File: src/asrc_ctrl_pkg.sv
// Constants, types and register map for the converter control block
package asrc_ctrl_pkg;
    // Clock period and timing resolution
    localparam int CLK_PS = 20000;
    localparam int RES_PS = 5;
    localparam int FRAC = 12;
    localparam int SETTLE_RAW = (RES_PS * (2 ** FRAC)) / CLK_PS;
    localparam int SETTLE_LSB = (SETTLE_RAW < 1) ? 1 : SETTLE_RAW;
    // Estimate widths and loop gains
    localparam int PW = 16;
    localparam int EW = PW + FRAC;
    localparam int FAST_SHIFT = 4;
    localparam int SLOW_SHIFT = 15;
    localparam int AW = EW + SLOW_SHIFT;
    localparam int PHASE_W = 20;
    localparam int DIV_CW = 5;
    // Fast mode exit, rate change and hysteresis settings
    localparam logic [EW-1:0] FAST_EXIT = EW'(2 ** FRAC);
    localparam logic [EW-1:0] RATE_LIM = EW'(4 * (2 ** FRAC));
    localparam logic [4:0] FAST_HOLD = 5'h10;
    localparam int HYST_SHIFT = 4;
    localparam int LEN_W = 4;
    localparam logic [LEN_W-1:0] LEN_MIN = 4'h1;
    localparam logic [LEN_W-1:0] LEN_MAX = 4'h8;
    // Soft mute ramp
    localparam int RAMP_TICK_NS = 20480;
    localparam int RAMP_TICK_CYC = (RAMP_TICK_NS * 1000) / CLK_PS;
    localparam int TICK_W = 11;
    localparam int GAIN_W = 8;
    localparam logic [GAIN_W-1:0] GAIN_MAX = 8'hFF;
    // Write pointer offsets
    localparam int PTR_W = 9;
    localparam logic [PTR_W-1:0] OFS_SHORT = 9'h010;
    localparam logic [PTR_W-1:0] OFS_LONG = 9'h040;
    localparam logic [PTR_W-1:0] DELAY_DIFF = OFS_LONG - OFS_SHORT;
    // Register map
    localparam int ADDR_W = 8;
    localparam logic [ADDR_W-1:0] REG_CTRL = 8'h00;
    localparam logic [ADDR_W-1:0] REG_STATUS = 8'h04;
    localparam logic [ADDR_W-1:0] REG_INT_STAT = 8'h08;
    localparam logic [ADDR_W-1:0] REG_INT_MASK = 8'h0C;
    localparam logic [ADDR_W-1:0] REG_IN_PERIOD = 8'h10;
    localparam logic [ADDR_W-1:0] REG_OUT_PERIOD = 8'h14;
    localparam logic [ADDR_W-1:0] REG_PHASE = 8'h18;
    localparam int EV_W = 3;
    localparam logic [1:0] RESP_OKAY = 2'h0;
    localparam logic [1:0] RESP_SLVERR = 2'h2;
    // Servo loop modes
    typedef enum logic {SERVO_FAST, SERVO_SLOW} servo_mode_t;
endpackage

File: src/asrc_servo_mute_delay_ctrl.sv
// Servo, mute, ratio, delay offset and bypass control for the converter
//
// Function
// - Measure input/output timing to 5 ps
// - Servo rejects jitter, corner below 1 Hz
// - Reset or rate change enters fast settling
// - Settled fast goes slow, settles to 5 ps
// - Mute flag high throughout fast settling
// - Soft mute request ramps output down/up
// - Ratio scales FIR length when decimating
// - Ratio hysteresis stops filter length oscillation
// - Phase match: master sends, slaves use ratio
// - Write pointer offset 16 short, 64 long
// - Long delay adds 48 input sample periods
// - Bypass passes serial data, no dither
// - Output picks preceding one of 2^20 interpolated points
//
// The AXI4-Lite register port and the address map were chosen for this implementation.
`timescale 1ns/10ps
`default_nettype none
module asrc_servo_mute_delay_ctrl (
    // Clock and reset
    input wire logic aclk,
    input wire logic aresetn,
    // Asynchronous pins
    input wire logic lrclk_in,
    input wire logic lrclk_out,
    input wire logic sdata_in,
    input wire logic mute_req,
    input wire logic group_delay_select,
    input wire logic bypass,
    input wire logic [asrc_ctrl_pkg::LEN_W-1:0] ratio_rx,
    input wire logic ratio_rx_toggle,
    // Converted data from filter
    input wire logic conv_sdata,
    // Control outputs
    output logic mute_flag,
    output logic sdata_out,
    output logic dither_en,
    output logic [asrc_ctrl_pkg::PTR_W-1:0] fifo_wr_addr,
    output logic [asrc_ctrl_pkg::PHASE_W-1:0] rom_phase,
    output logic [asrc_ctrl_pkg::LEN_W-1:0] conv_len,
    output logic [asrc_ctrl_pkg::GAIN_W-1:0] ramp_gain,
    output logic [asrc_ctrl_pkg::LEN_W-1:0] ratio_tx,
    output logic ratio_tx_toggle,
    output logic irq,
    // AXI4-Lite slave
    input wire logic [asrc_ctrl_pkg::ADDR_W-1:0] s_axi_awaddr,
    input wire logic s_axi_awvalid,
    output logic s_axi_awready,
    input wire logic [31:0] s_axi_wdata,
    input wire logic [3:0] s_axi_wstrb,
    input wire logic s_axi_wvalid,
    output logic s_axi_wready,
    output logic [1:0] s_axi_bresp,
    output logic s_axi_bvalid,
    input wire logic s_axi_bready,
    input wire logic [asrc_ctrl_pkg::ADDR_W-1:0] s_axi_araddr,
    input wire logic s_axi_arvalid,
    output logic s_axi_arready,
    output logic [31:0] s_axi_rdata,
    output logic [1:0] s_axi_rresp,
    output logic s_axi_rvalid,
    input wire logic s_axi_rready
);
    import asrc_ctrl_pkg::*;

    // Advance a period estimate by a shifted error; guard bits keep slow steps
    function automatic logic [AW-1:0] servo_step(input logic [AW-1:0] acc,
            input logic [PW-1:0] meas, input logic fast);
        logic signed [AW:0] err;
        err = $signed({1'b0, meas, {(FRAC + SLOW_SHIFT){1'b0}}}) - $signed({1'b0, acc});
        if (fast) begin
            err = err >>> FAST_SHIFT;
        end else begin
            err = err >>> SLOW_SHIFT;
        end
        return acc + err[AW-1:0];
    endfunction

    // Magnitude of measured period minus estimate
    function automatic logic [EW-1:0] err_mag(input logic [EW-1:0] est,
            input logic [PW-1:0] meas);
        logic [EW-1:0] m;
        m = {meas, {FRAC{1'b0}}};
        return (m >= est) ? m - est : est - m;
    endfunction

    ////////////////////////////////////////////////////////////////////////
    // Synchronisers: first stage read only by second
    logic [2:0] lri_r, lro_r, rxt_r;
    logic [1:0] mute_s_r, sdi_s_r, gds_s_r, byp_s_r;
    logic [LEN_W-1:0] rxd_s1_r, rxd_s2_r;

    // Two flops per pin, third stage only for edge detection
    always_ff @(posedge aclk) begin
        if (!aresetn) begin
            lri_r <= '0;
            lro_r <= '0;
            rxt_r <= '0;
            mute_s_r <= 2'h3; // Muted through reset, no false unmute step
            sdi_s_r <= '0;
            gds_s_r <= '0;
            byp_s_r <= '0;
            rxd_s1_r <= '0;
            rxd_s2_r <= '0;
        end else begin
            lri_r <= {lri_r[1:0], lrclk_in};
            lro_r <= {lro_r[1:0], lrclk_out};
            rxt_r <= {rxt_r[1:0], ratio_rx_toggle};
            mute_s_r <= {mute_s_r[0], mute_req};
            sdi_s_r <= {sdi_s_r[0], sdata_in};
            gds_s_r <= {gds_s_r[0], group_delay_select};
            byp_s_r <= {byp_s_r[0], bypass};
            rxd_s1_r <= ratio_rx;
            rxd_s2_r <= rxd_s1_r;
        end
    end

    // Sample instants and synced levels
    logic in_edge, out_edge, rx_new, gds, byp;
    assign in_edge = lri_r[1] & ~lri_r[2];
    assign out_edge = lro_r[1] & ~lro_r[2];
    assign rx_new = rxt_r[1] ^ rxt_r[2];
    assign gds = gds_s_r[1];
    assign byp = byp_s_r[1];

    ////////////////////////////////////////////////////////////////////////
    // Core state
    servo_mode_t mode_r, mode_nxt;
    logic [PW-1:0] in_cnt_r, in_cnt_nxt, out_cnt_r, out_cnt_nxt;
    logic [AW-1:0] in_acc_r, in_acc_nxt, out_acc_r, out_acc_nxt;
    logic [EW-1:0] in_mag_r, in_mag_nxt, den_r, den_nxt;
    logic [EW:0] rem_r, rem_nxt;
    logic [PHASE_W-1:0] quo_r, quo_nxt, phase_r, phase_nxt;
    logic [DIV_CW-1:0] div_cnt_r, div_cnt_nxt;
    logic div_busy_r, div_busy_nxt, settled_r, settled_nxt;
    logic [4:0] hold_r, hold_nxt;
    logic [LEN_W-1:0] len_r, len_nxt, rx_len_r, rx_len_nxt, clen_r, clen_nxt;
    logic [LEN_W-1:0] tx_r, tx_nxt;
    logic tx_tog_r, tx_tog_nxt, gds_q_r, byp_q_r;
    logic [PTR_W-1:0] wptr_r, wptr_nxt, waddr_r, waddr_nxt;
    logic [TICK_W-1:0] tick_r, tick_nxt;
    logic [GAIN_W-1:0] gain_r, gain_nxt;
    logic sdo_r, sdo_nxt, dith_r, dith_nxt, mflag_r;
    logic [EV_W-1:0] ev;
    logic [31:0] ctrl_r;
    // Working terms
    logic [EW-1:0] in_est, out_est, out_mag;
    logic [PW+LEN_W-1:0] in_int, out_int, hyst, prod_up, prod_dn;
    logic restart, fast;
    logic [EW:0] rem_sh;

    // Next-state for servo, ratio, divider, pointer, mute and bypass
    always_comb begin
        mode_nxt = mode_r;
        settled_nxt = settled_r;
        hold_nxt = hold_r;
        in_acc_nxt = in_acc_r;
        out_acc_nxt = out_acc_r;
        in_mag_nxt = in_mag_r;
        len_nxt = len_r;
        rx_len_nxt = rx_len_r;
        tx_nxt = tx_r;
        tx_tog_nxt = tx_tog_r;
        rem_nxt = rem_r;
        den_nxt = den_r;
        quo_nxt = quo_r;
        phase_nxt = phase_r;
        div_cnt_nxt = div_cnt_r;
        div_busy_nxt = div_busy_r;
        wptr_nxt = wptr_r;
        ev = '0;
        fast = (mode_r == SERVO_FAST);
        in_est = in_acc_r[AW-1 -: EW];
        out_est = out_acc_r[AW-1 -: EW];
        out_mag = err_mag(out_est, out_cnt_r);
        // Coarse periods: counts between sample instants
        in_cnt_nxt = in_edge ? PW'(1) : in_cnt_r + PW'(in_cnt_r != '1);
        out_cnt_nxt = out_edge ? PW'(1) : out_cnt_r + PW'(out_cnt_r != '1);
        // Averaging servo with fast and slow gains
        if (in_edge) begin
            in_acc_nxt = servo_step(in_acc_r, in_cnt_r, fast);
            in_mag_nxt = err_mag(in_est, in_cnt_r);
        end
        if (out_edge) begin
            out_acc_nxt = servo_step(out_acc_r, out_cnt_r, fast);
        end
        // Resettle on rate jump or live mode pin change
        restart = (gds != gds_q_r) || (byp != byp_q_r);
        if (!fast && ((in_edge && err_mag(in_est, in_cnt_r) > RATE_LIM)
                || (out_edge && out_mag > RATE_LIM))) begin
            restart = 1'b1;
        end
        if (restart) begin
            mode_nxt = SERVO_FAST;
            settled_nxt = 1'b0;
            hold_nxt = '0;
            ev[0] = 1'b1;
        end else if (out_edge) begin
            if (fast) begin
                // Leave fast mode after a run of small errors
                if (in_mag_r < FAST_EXIT && out_mag < FAST_EXIT) begin
                    hold_nxt = hold_r + 5'h01;
                end else begin
                    hold_nxt = '0;
                end
                if (hold_r == FAST_HOLD - 5'h01) begin
                    mode_nxt = SERVO_SLOW;
                end
            end else if (!settled_r && (in_mag_r >> SLOW_SHIFT) <= EW'(SETTLE_LSB)
                    && (out_mag >> SLOW_SHIFT) <= EW'(SETTLE_LSB)) begin
                settled_nxt = 1'b1;
                ev[1] = 1'b1;
            end
        end
        // Filter length from ratio with hysteresis band
        in_int = (PW + LEN_W)'(in_acc_r[AW-1 -: PW]);
        out_int = (PW + LEN_W)'(out_acc_r[AW-1 -: PW]);
        hyst = in_int >> HYST_SHIFT;
        prod_up = in_int * (PW + LEN_W)'(len_r);
        prod_dn = in_int * (PW + LEN_W)'(len_r - LEN_MIN);
        if (out_edge) begin
            if (out_int > prod_up + hyst && len_r < LEN_MAX) begin
                len_nxt = len_r + LEN_MIN;
                ev[2] = 1'b1;
            end else if (len_r > LEN_MIN && out_int + hyst < prod_dn) begin
                len_nxt = len_r - LEN_MIN;
                ev[2] = 1'b1;
            end
        end
        // Phase matching: master sends, slave adopts received length
        if (rx_new) begin
            rx_len_nxt = rxd_s2_r;
        end
        if (ctrl_r[0] && ctrl_r[1] && tx_r != len_r) begin
            tx_nxt = len_r;
            tx_tog_nxt = ~tx_tog_r;
        end
        clen_nxt = (ctrl_r[0] && !ctrl_r[1]) ? rx_len_r : len_r;
        // Preceding interpolated point: elapsed/period in 2^20 steps, truncated
        rem_sh = {rem_r[EW-1:0], 1'b0};
        if (div_busy_r) begin
            if (rem_sh >= {1'b0, den_r}) begin
                rem_nxt = rem_sh - {1'b0, den_r};
                quo_nxt = {quo_r[PHASE_W-2:0], 1'b1};
            end else begin
                rem_nxt = rem_sh;
                quo_nxt = {quo_r[PHASE_W-2:0], 1'b0};
            end
            div_cnt_nxt = div_cnt_r - DIV_CW'(1);
            if (div_cnt_r == DIV_CW'(1)) begin
                div_busy_nxt = 1'b0;
                phase_nxt = quo_nxt;
            end
        end else if (out_edge) begin
            den_nxt = (in_est == '0) ? EW'(1) : in_est;
            rem_nxt = {1'b0, in_cnt_r, {FRAC{1'b0}}};
            quo_nxt = '0;
            if ({in_cnt_r, {FRAC{1'b0}}} >= den_nxt) begin
                phase_nxt = '1;
            end else begin
                div_busy_nxt = 1'b1;
                div_cnt_nxt = DIV_CW'(PHASE_W);
            end
        end
        // Write pointer plus delay offset
        if (in_edge) begin
            wptr_nxt = wptr_r + PTR_W'(1);
        end
        waddr_nxt = wptr_r + (gds ? OFS_SHORT : OFS_LONG);
        // Soft mute ramp, one step per tick
        tick_nxt = (tick_r == TICK_W'(RAMP_TICK_CYC - 1)) ? '0 : tick_r + TICK_W'(1);
        gain_nxt = gain_r;
        if (tick_r == '0) begin
            if (mute_s_r[1] && gain_r != '0) begin
                gain_nxt = gain_r - GAIN_W'(1);
            end else if (!mute_s_r[1] && gain_r != GAIN_MAX) begin
                gain_nxt = gain_r + GAIN_W'(1);
            end
        end
        // Bypass sends input straight out undithered
        sdo_nxt = byp ? sdi_s_r[1] : conv_sdata;
        dith_nxt = !byp;
    end

    // Core registers; reset puts servo in fast mode
    always_ff @(posedge aclk) begin
        if (!aresetn) begin
            mode_r <= SERVO_FAST;
            settled_r <= 1'b0;
            hold_r <= '0;
            in_cnt_r <= '0;
            out_cnt_r <= '0;
            in_acc_r <= '0;
            out_acc_r <= '0;
            in_mag_r <= '1;
            len_r <= LEN_MIN;
            rx_len_r <= LEN_MIN;
            clen_r <= LEN_MIN;
            tx_r <= LEN_MIN;
            tx_tog_r <= 1'b0;
            rem_r <= '0;
            den_r <= '0;
            quo_r <= '0;
            phase_r <= '0;
            div_cnt_r <= '0;
            div_busy_r <= 1'b0;
            wptr_r <= '0;
            waddr_r <= '0;
            tick_r <= '0;
            gain_r <= '0;
            sdo_r <= 1'b0;
            dith_r <= 1'b0;
            mflag_r <= 1'b1;
            gds_q_r <= 1'b0;
            byp_q_r <= 1'b0;
        end else begin
            mode_r <= mode_nxt;
            settled_r <= settled_nxt;
            hold_r <= hold_nxt;
            in_cnt_r <= in_cnt_nxt;
            out_cnt_r <= out_cnt_nxt;
            in_acc_r <= in_acc_nxt;
            out_acc_r <= out_acc_nxt;
            in_mag_r <= in_mag_nxt;
            len_r <= len_nxt;
            rx_len_r <= rx_len_nxt;
            clen_r <= clen_nxt;
            tx_r <= tx_nxt;
            tx_tog_r <= tx_tog_nxt;
            rem_r <= rem_nxt;
            den_r <= den_nxt;
            quo_r <= quo_nxt;
            phase_r <= phase_nxt;
            div_cnt_r <= div_cnt_nxt;
            div_busy_r <= div_busy_nxt;
            wptr_r <= wptr_nxt;
            waddr_r <= waddr_nxt;
            tick_r <= tick_nxt;
            gain_r <= gain_nxt;
            sdo_r <= sdo_nxt;
            dith_r <= dith_nxt;
            mflag_r <= (mode_nxt == SERVO_FAST);
            gds_q_r <= gds;
            byp_q_r <= byp;
        end
    end

    ////////////////////////////////////////////////////////////////////////
    // Register bus state
    logic awr_r, awr_nxt, wr_r, wr_nxt, bv_r, bv_nxt, arr_r, arr_nxt, rv_r, rv_nxt;
    logic aw_h_r, aw_h_nxt, w_h_r, w_h_nxt, irq_r, irq_nxt;
    logic [ADDR_W-1:0] aw_a_r, aw_a_nxt;
    logic [31:0] w_d_r, w_d_nxt, rd_r, rd_nxt, ctrl_nxt;
    logic [3:0] w_s_r, w_s_nxt;
    logic [1:0] br_r, br_nxt, rr_r, rr_nxt;
    logic [EV_W-1:0] ist_r, ist_nxt, imask_r, imask_nxt, w1c;

    // Write and read channels, status and interrupt
    always_comb begin
        aw_h_nxt = aw_h_r || (s_axi_awvalid && awr_r);
        aw_a_nxt = (s_axi_awvalid && awr_r) ? s_axi_awaddr : aw_a_r;
        w_h_nxt = w_h_r || (s_axi_wvalid && wr_r);
        w_d_nxt = (s_axi_wvalid && wr_r) ? s_axi_wdata : w_d_r;
        w_s_nxt = (s_axi_wvalid && wr_r) ? s_axi_wstrb : w_s_r;
        bv_nxt = bv_r && !s_axi_bready;
        br_nxt = br_r;
        ctrl_nxt = ctrl_r;
        imask_nxt = imask_r;
        w1c = '0;
        if (aw_h_r && w_h_r && !bv_r) begin
            aw_h_nxt = 1'b0;
            w_h_nxt = 1'b0;
            bv_nxt = 1'b1;
            br_nxt = RESP_OKAY;
            unique case (aw_a_r)
                REG_CTRL: if (w_s_r[0]) ctrl_nxt = {30'h0000_0000, w_d_r[1:0]};
                REG_INT_STAT: if (w_s_r[0]) w1c = w_d_r[EV_W-1:0];
                REG_INT_MASK: if (w_s_r[0]) imask_nxt = w_d_r[EV_W-1:0];
                REG_STATUS, REG_IN_PERIOD, REG_OUT_PERIOD, REG_PHASE: br_nxt = RESP_OKAY;
                default: br_nxt = RESP_SLVERR;
            endcase
        end
        awr_nxt = !aw_h_nxt && !bv_nxt;
        wr_nxt = !w_h_nxt && !bv_nxt;
        // Hardware set wins over write-one clear
        ist_nxt = (ist_r & ~w1c) | ev;
        irq_nxt = |(ist_nxt & imask_nxt);
        rv_nxt = rv_r && !s_axi_rready;
        rd_nxt = rd_r;
        rr_nxt = rr_r;
        if (s_axi_arvalid && arr_r) begin
            rv_nxt = 1'b1;
            rr_nxt = RESP_OKAY;
            unique case (s_axi_araddr)
                REG_CTRL: rd_nxt = ctrl_r;
                REG_STATUS: rd_nxt = {24'h00_0000, clen_r, byp, gds, settled_r,
                        mode_r == SERVO_FAST};
                REG_INT_STAT: rd_nxt = 32'(ist_r);
                REG_INT_MASK: rd_nxt = 32'(imask_r);
                REG_IN_PERIOD: rd_nxt = 32'(in_est);
                REG_OUT_PERIOD: rd_nxt = 32'(out_est);
                REG_PHASE: rd_nxt = 32'(phase_r);
                default: begin
                    rd_nxt = 32'h0000_0000;
                    rr_nxt = RESP_SLVERR;
                end
            endcase
        end
        arr_nxt = !rv_nxt;
    end

    // Bus registers
    always_ff @(posedge aclk) begin
        if (!aresetn) begin
            awr_r <= 1'b0;
            wr_r <= 1'b0;
            bv_r <= 1'b0;
            br_r <= RESP_OKAY;
            arr_r <= 1'b0;
            rv_r <= 1'b0;
            rr_r <= RESP_OKAY;
            rd_r <= '0;
            aw_h_r <= 1'b0;
            aw_a_r <= '0;
            w_h_r <= 1'b0;
            w_d_r <= '0;
            w_s_r <= '0;
            ctrl_r <= '0;
            ist_r <= '0;
            imask_r <= '0;
            irq_r <= 1'b0;
        end else begin
            awr_r <= awr_nxt;
            wr_r <= wr_nxt;
            bv_r <= bv_nxt;
            br_r <= br_nxt;
            arr_r <= arr_nxt;
            rv_r <= rv_nxt;
            rr_r <= rr_nxt;
            rd_r <= rd_nxt;
            aw_h_r <= aw_h_nxt;
            aw_a_r <= aw_a_nxt;
            w_h_r <= w_h_nxt;
            w_d_r <= w_d_nxt;
            w_s_r <= w_s_nxt;
            ctrl_r <= ctrl_nxt;
            ist_r <= ist_nxt;
            imask_r <= imask_nxt;
            irq_r <= irq_nxt;
        end
    end

    // Outputs straight from flops
    assign mute_flag = mflag_r;
    assign sdata_out = sdo_r;
    assign dither_en = dith_r;
    assign fifo_wr_addr = waddr_r;
    assign rom_phase = phase_r;
    assign conv_len = clen_r;
    assign ramp_gain = gain_r;
    assign ratio_tx = tx_r;
    assign ratio_tx_toggle = tx_tog_r;
    assign irq = irq_r;
    assign s_axi_awready = awr_r;
    assign s_axi_wready = wr_r;
    assign s_axi_bvalid = bv_r;
    assign s_axi_bresp = br_r;
    assign s_axi_arready = arr_r;
    assign s_axi_rvalid = rv_r;
    assign s_axi_rdata = rd_r;
    assign s_axi_rresp = rr_r;
endmodule
`default_nettype wire

File: config.mk
export PLATFORM = sky130hd
export DESIGN_NAME = asrc_servo_mute_delay_ctrl
export DESIGN_NICKNAME = d
export VERILOG_FILES = /design/src/asrc_ctrl_pkg.sv /design/src/asrc_servo_mute_delay_ctrl.sv
export SDC_FILE = /design/constraint.sdc
export NUM_CORES = 2
export LEC_CHECK = 0
export BUFFER_PORTS_ARGS = -buffer_cell sky130_fd_sc_hd__buf_2
export CAP_MARGIN = 25
export CORE_MARGIN = 1.5
export CORE_UTILIZATION = 50
export CTS_CLUSTER_SIZE = 12
export DETAILED_ROUTE_END_ITERATION = 6
export PLACE_DENSITY_LB_ADDON = 0.08
export REMOVE_ABC_BUFFERS = 1
export SYNTH_ARGS = -nofsm -noshare
export SYNTH_HDL_FRONTEND = slang
export SYNTH_SLANG_ARGS = --single-unit
File: constraint.sdc
create_clock -name aclk -period 12 [get_ports aclk]
set_clock_uncertainty 0.1 [all_clocks]
set_input_delay 3 -clock aclk [delete_from_list [all_inputs] [get_ports aclk]]
set_output_delay 3 -clock aclk [all_outputs]
set_load 0.05 [all_outputs]
==> results.yml <==
cts:
  cts_tree: "built"
  hold_buffers: 0
  clk_latency_ns: 0.62
  numCtsBuffers: 46
  cts_resized: 0
  cts_setup_buffers: 0
  clk_pin_slew_worst_paths_ns: 0.07
  ctsLongestPathBuffers: 3
  clock-root-buffer: "clkbuf_16"
  cts.sinks: 384
  htreeDepth: 2
synth:
  async_flop_share_pct: 0
  yosys.cell_types.count: 82
  syn_area_per_cell_um2: 7.68
  ys_warn_count: 0
  syn_inst: 4236
  synth.cell_area_mm2: 0.0325
  ys.flop_type: "dfxtp_1"
  synth-edff-count: 0
  ys_seq_area_share_pct: 23.6
  ys_seq_elements: 384
final_layout:
  regArea_mm2: 0.00769
  n_antenna_cell: 0
  final_layout_size_suffix_gt1_share_pct: 7.17
  fin_util_pct: 55.0
  multi_input_area_mm2: 0.0229
  final_common_cell: "nand2_1"
  nNetsFinal: 4736
  syn2layout_area_growth_pct: 8.89
  fillers: 6312
  fin_cells: 5139
  layout_common_cells: "519 x nand2_1, 393 x a21oi_1, 388 x nor2_1"
global_routing:
  top_usage_layer: "met2"
  first_global_vias: 28300
  grt_pass1_wl_um: 160000
  gr-usage-met3_pct: 5.37
  met1_usage_pct: 41.9
  grt_max_degree: 75
  grt_use_total_pct: 30.2
  grt-ovfl-total: 0
  antenna_found_initial: 2
  met2_usage_pct: 47.4
detailed_routing:
  wire_per_inst_um: 19.9
  drtAntennaViolNets: 0
  vias: 30100
  firstDrtPassIters: 6
  via_per_inst: 5.85
  wirelength_um: 103000
  drc: 0
  drt_iter0_markers: 2576
die:
  core_area_mm2: 0.0643
  std_cell_rows: 93
  die-area_mm2: 0.0666
  die_h_um: 258
  dieWidth_um: 258
  start_util_pct: 50.5
  io_pins: 162
worst_setup_path:
  end_kind: "register"
  worstPathArrival_ns: 8.22
  cp-start-kind: "register"
  path_class: "reg -> reg"
  required_ns: 12.38
  cp_max_fo: 25
placed_design:
  hpwl_um: 76200
  port_buffers: 123
  place_ws_ns: 4.16
  place_congestion: 0.977
  place_inst: 5056
timing:
  tns_ns: 0
  finalCriticalPeriod_ns: 7.83
  finalSetupViolCount: 0
  fmax_mhz: 128
  tightestPinTransition_ns: 0.999
  hold_viol_final: 0
  finalWorstSetupSlack_ns: 4.17
  period_share_pct: 65.3
  rsz0062_at_grt: "false"
  report.final.slew_viol_count: 0
  slew_headroom_pct: 32.7
outcome:
  status: "finished clean"
hold_path:
  min_path_type: "reg -> reg"
flow_run:
  cap_violations: 0
power_and_ir_drop:
  vdd_ir_drop_max_mv: 0.153
  powerDensity_mw_per_mm2: 232
  cellLeakagePower_uw: 0.0158
cell usage after synthesis (66+ instances only):
library cell	number	share of area, %
mux2i_1	88	2.7
a21o_1	113	2.6
clkbuf_1	184	2.1
nand3_1	92	1.4
dfxtp_1	384	24
xor2_1	100	2.7
xnor2_1	181	4.9
ha_1	326	13
nand2_1	519	6.0
fa_1	89	5.5
nor2_1	388	4.5
inv_1	312	3.6
and2_1	66	1.3
a21oi_1	393	6.0
o21ai_0	231	3.6
cell families after synthesis:
family | synth area share (%)
flip-flops | 23.6
buffers and inverters | 6.13
XOR/XNOR | 7.57
other | 0.0115
multiplexers | 3.09
AO/OA/AOI/OAI | 20.9
AND/OR/NAND/NOR | 20.6
adder cells (fa/ha/maj) | 18.0
sequential cells by signal, indices dropped and copies added, names as in the netlist, 9 cells and up:
register,flops
s_axi_rdata,28
rom_phase,20
in_acc_r,43
tick_r,11
fifo_wr_addr,9
in_mag_r,16
wptr_r,9
quo_r,19
out_acc_r,43
out_cnt_r,16
in_cnt_r,16
den_r,28
rem_r,28
stage by stage:
step | area (um^2) | total power [uW] | hold WS, ns
2_1_floorplan | 31700 | 5410 | 0.286
3_3_place_gp | 33800 | 6680 | 0.292
3_5_place_dp | 33800 | 6690 | 0.296
4_1_cts | 35400 | 8180 | 0.309
5_1_grt | 35400 | 8860 | 0.350
6_report | 35400 | 8230 | 0.309
routing by layer:
metal  vias up  share of wire, %
li1      14700                 -
met1     14200                46
met2       944                43
met3       182               7.3
met4         4               3.4
met5         -             0.045
report_power, final:
part	internal [uW]	switching (uW)
Combinational	2030	3170
Clock	851	606
Sequential	1380	188
worst max-delay path, cell delays in order, from the launching register on:
cell and delay, ns:
dfxtp_1 0.96, nor2_1 0.25, nand2_1 0.55, nor2_1 0.14
fa_1 0.56, inv_1 0.06, fa_1 0.50, fa_1 0.54
inv_1 0.04, ha_1 0.32, a21oi_1 0.27, o21ai_0 0.18
nand3_1 0.12, o22ai_1 0.14, o21ai_0 0.42, nor2_1 0.08
nor2_1 0.10, o21bai_1 0.08, xnor2_1 0.13, ha_1 0.29
and3_1 0.16, nand3_1 0.07, o21ai_0 0.16, a31oi_1 0.16
o21ai_0 0.82, nand2_1 0.13, a221o_1 0.38
area by class of cell:
class,instances,share of cell area (%)
Clock buffer,66,3.69
Sequential cell,384,21.7
Multi-Input combinational cell,3334,64.7
Tap cell,855,3.02
Inverter,314,3.34
Clock inverter,16,0.742
Timing Repair Buffer,170,2.80
final timing paths:
kind / start / slack, ns / depth (start not counted) / endpoint
worst min register to register: mute_s_r[0]$_SDFF_PN1_ / 0.31 / 1 / mute_s_r[1]$_SDFF_PN1_
worst min-delay path: mute_s_r[0]$_SDFF_PN1_ / 0.31 / 1 / mute_s_r[1]$_SDFF_PN1_
worst max-delay path: len_r[2]$_SDFFE_PN0P_ / 4.17 / 26 / irq$_SDFF_PN0_
worst max register to register: len_r[2]$_SDFFE_PN0P_ / 4.17 / 26 / irq$_SDFF_PN0_
(Power assumes the default switching activity.)
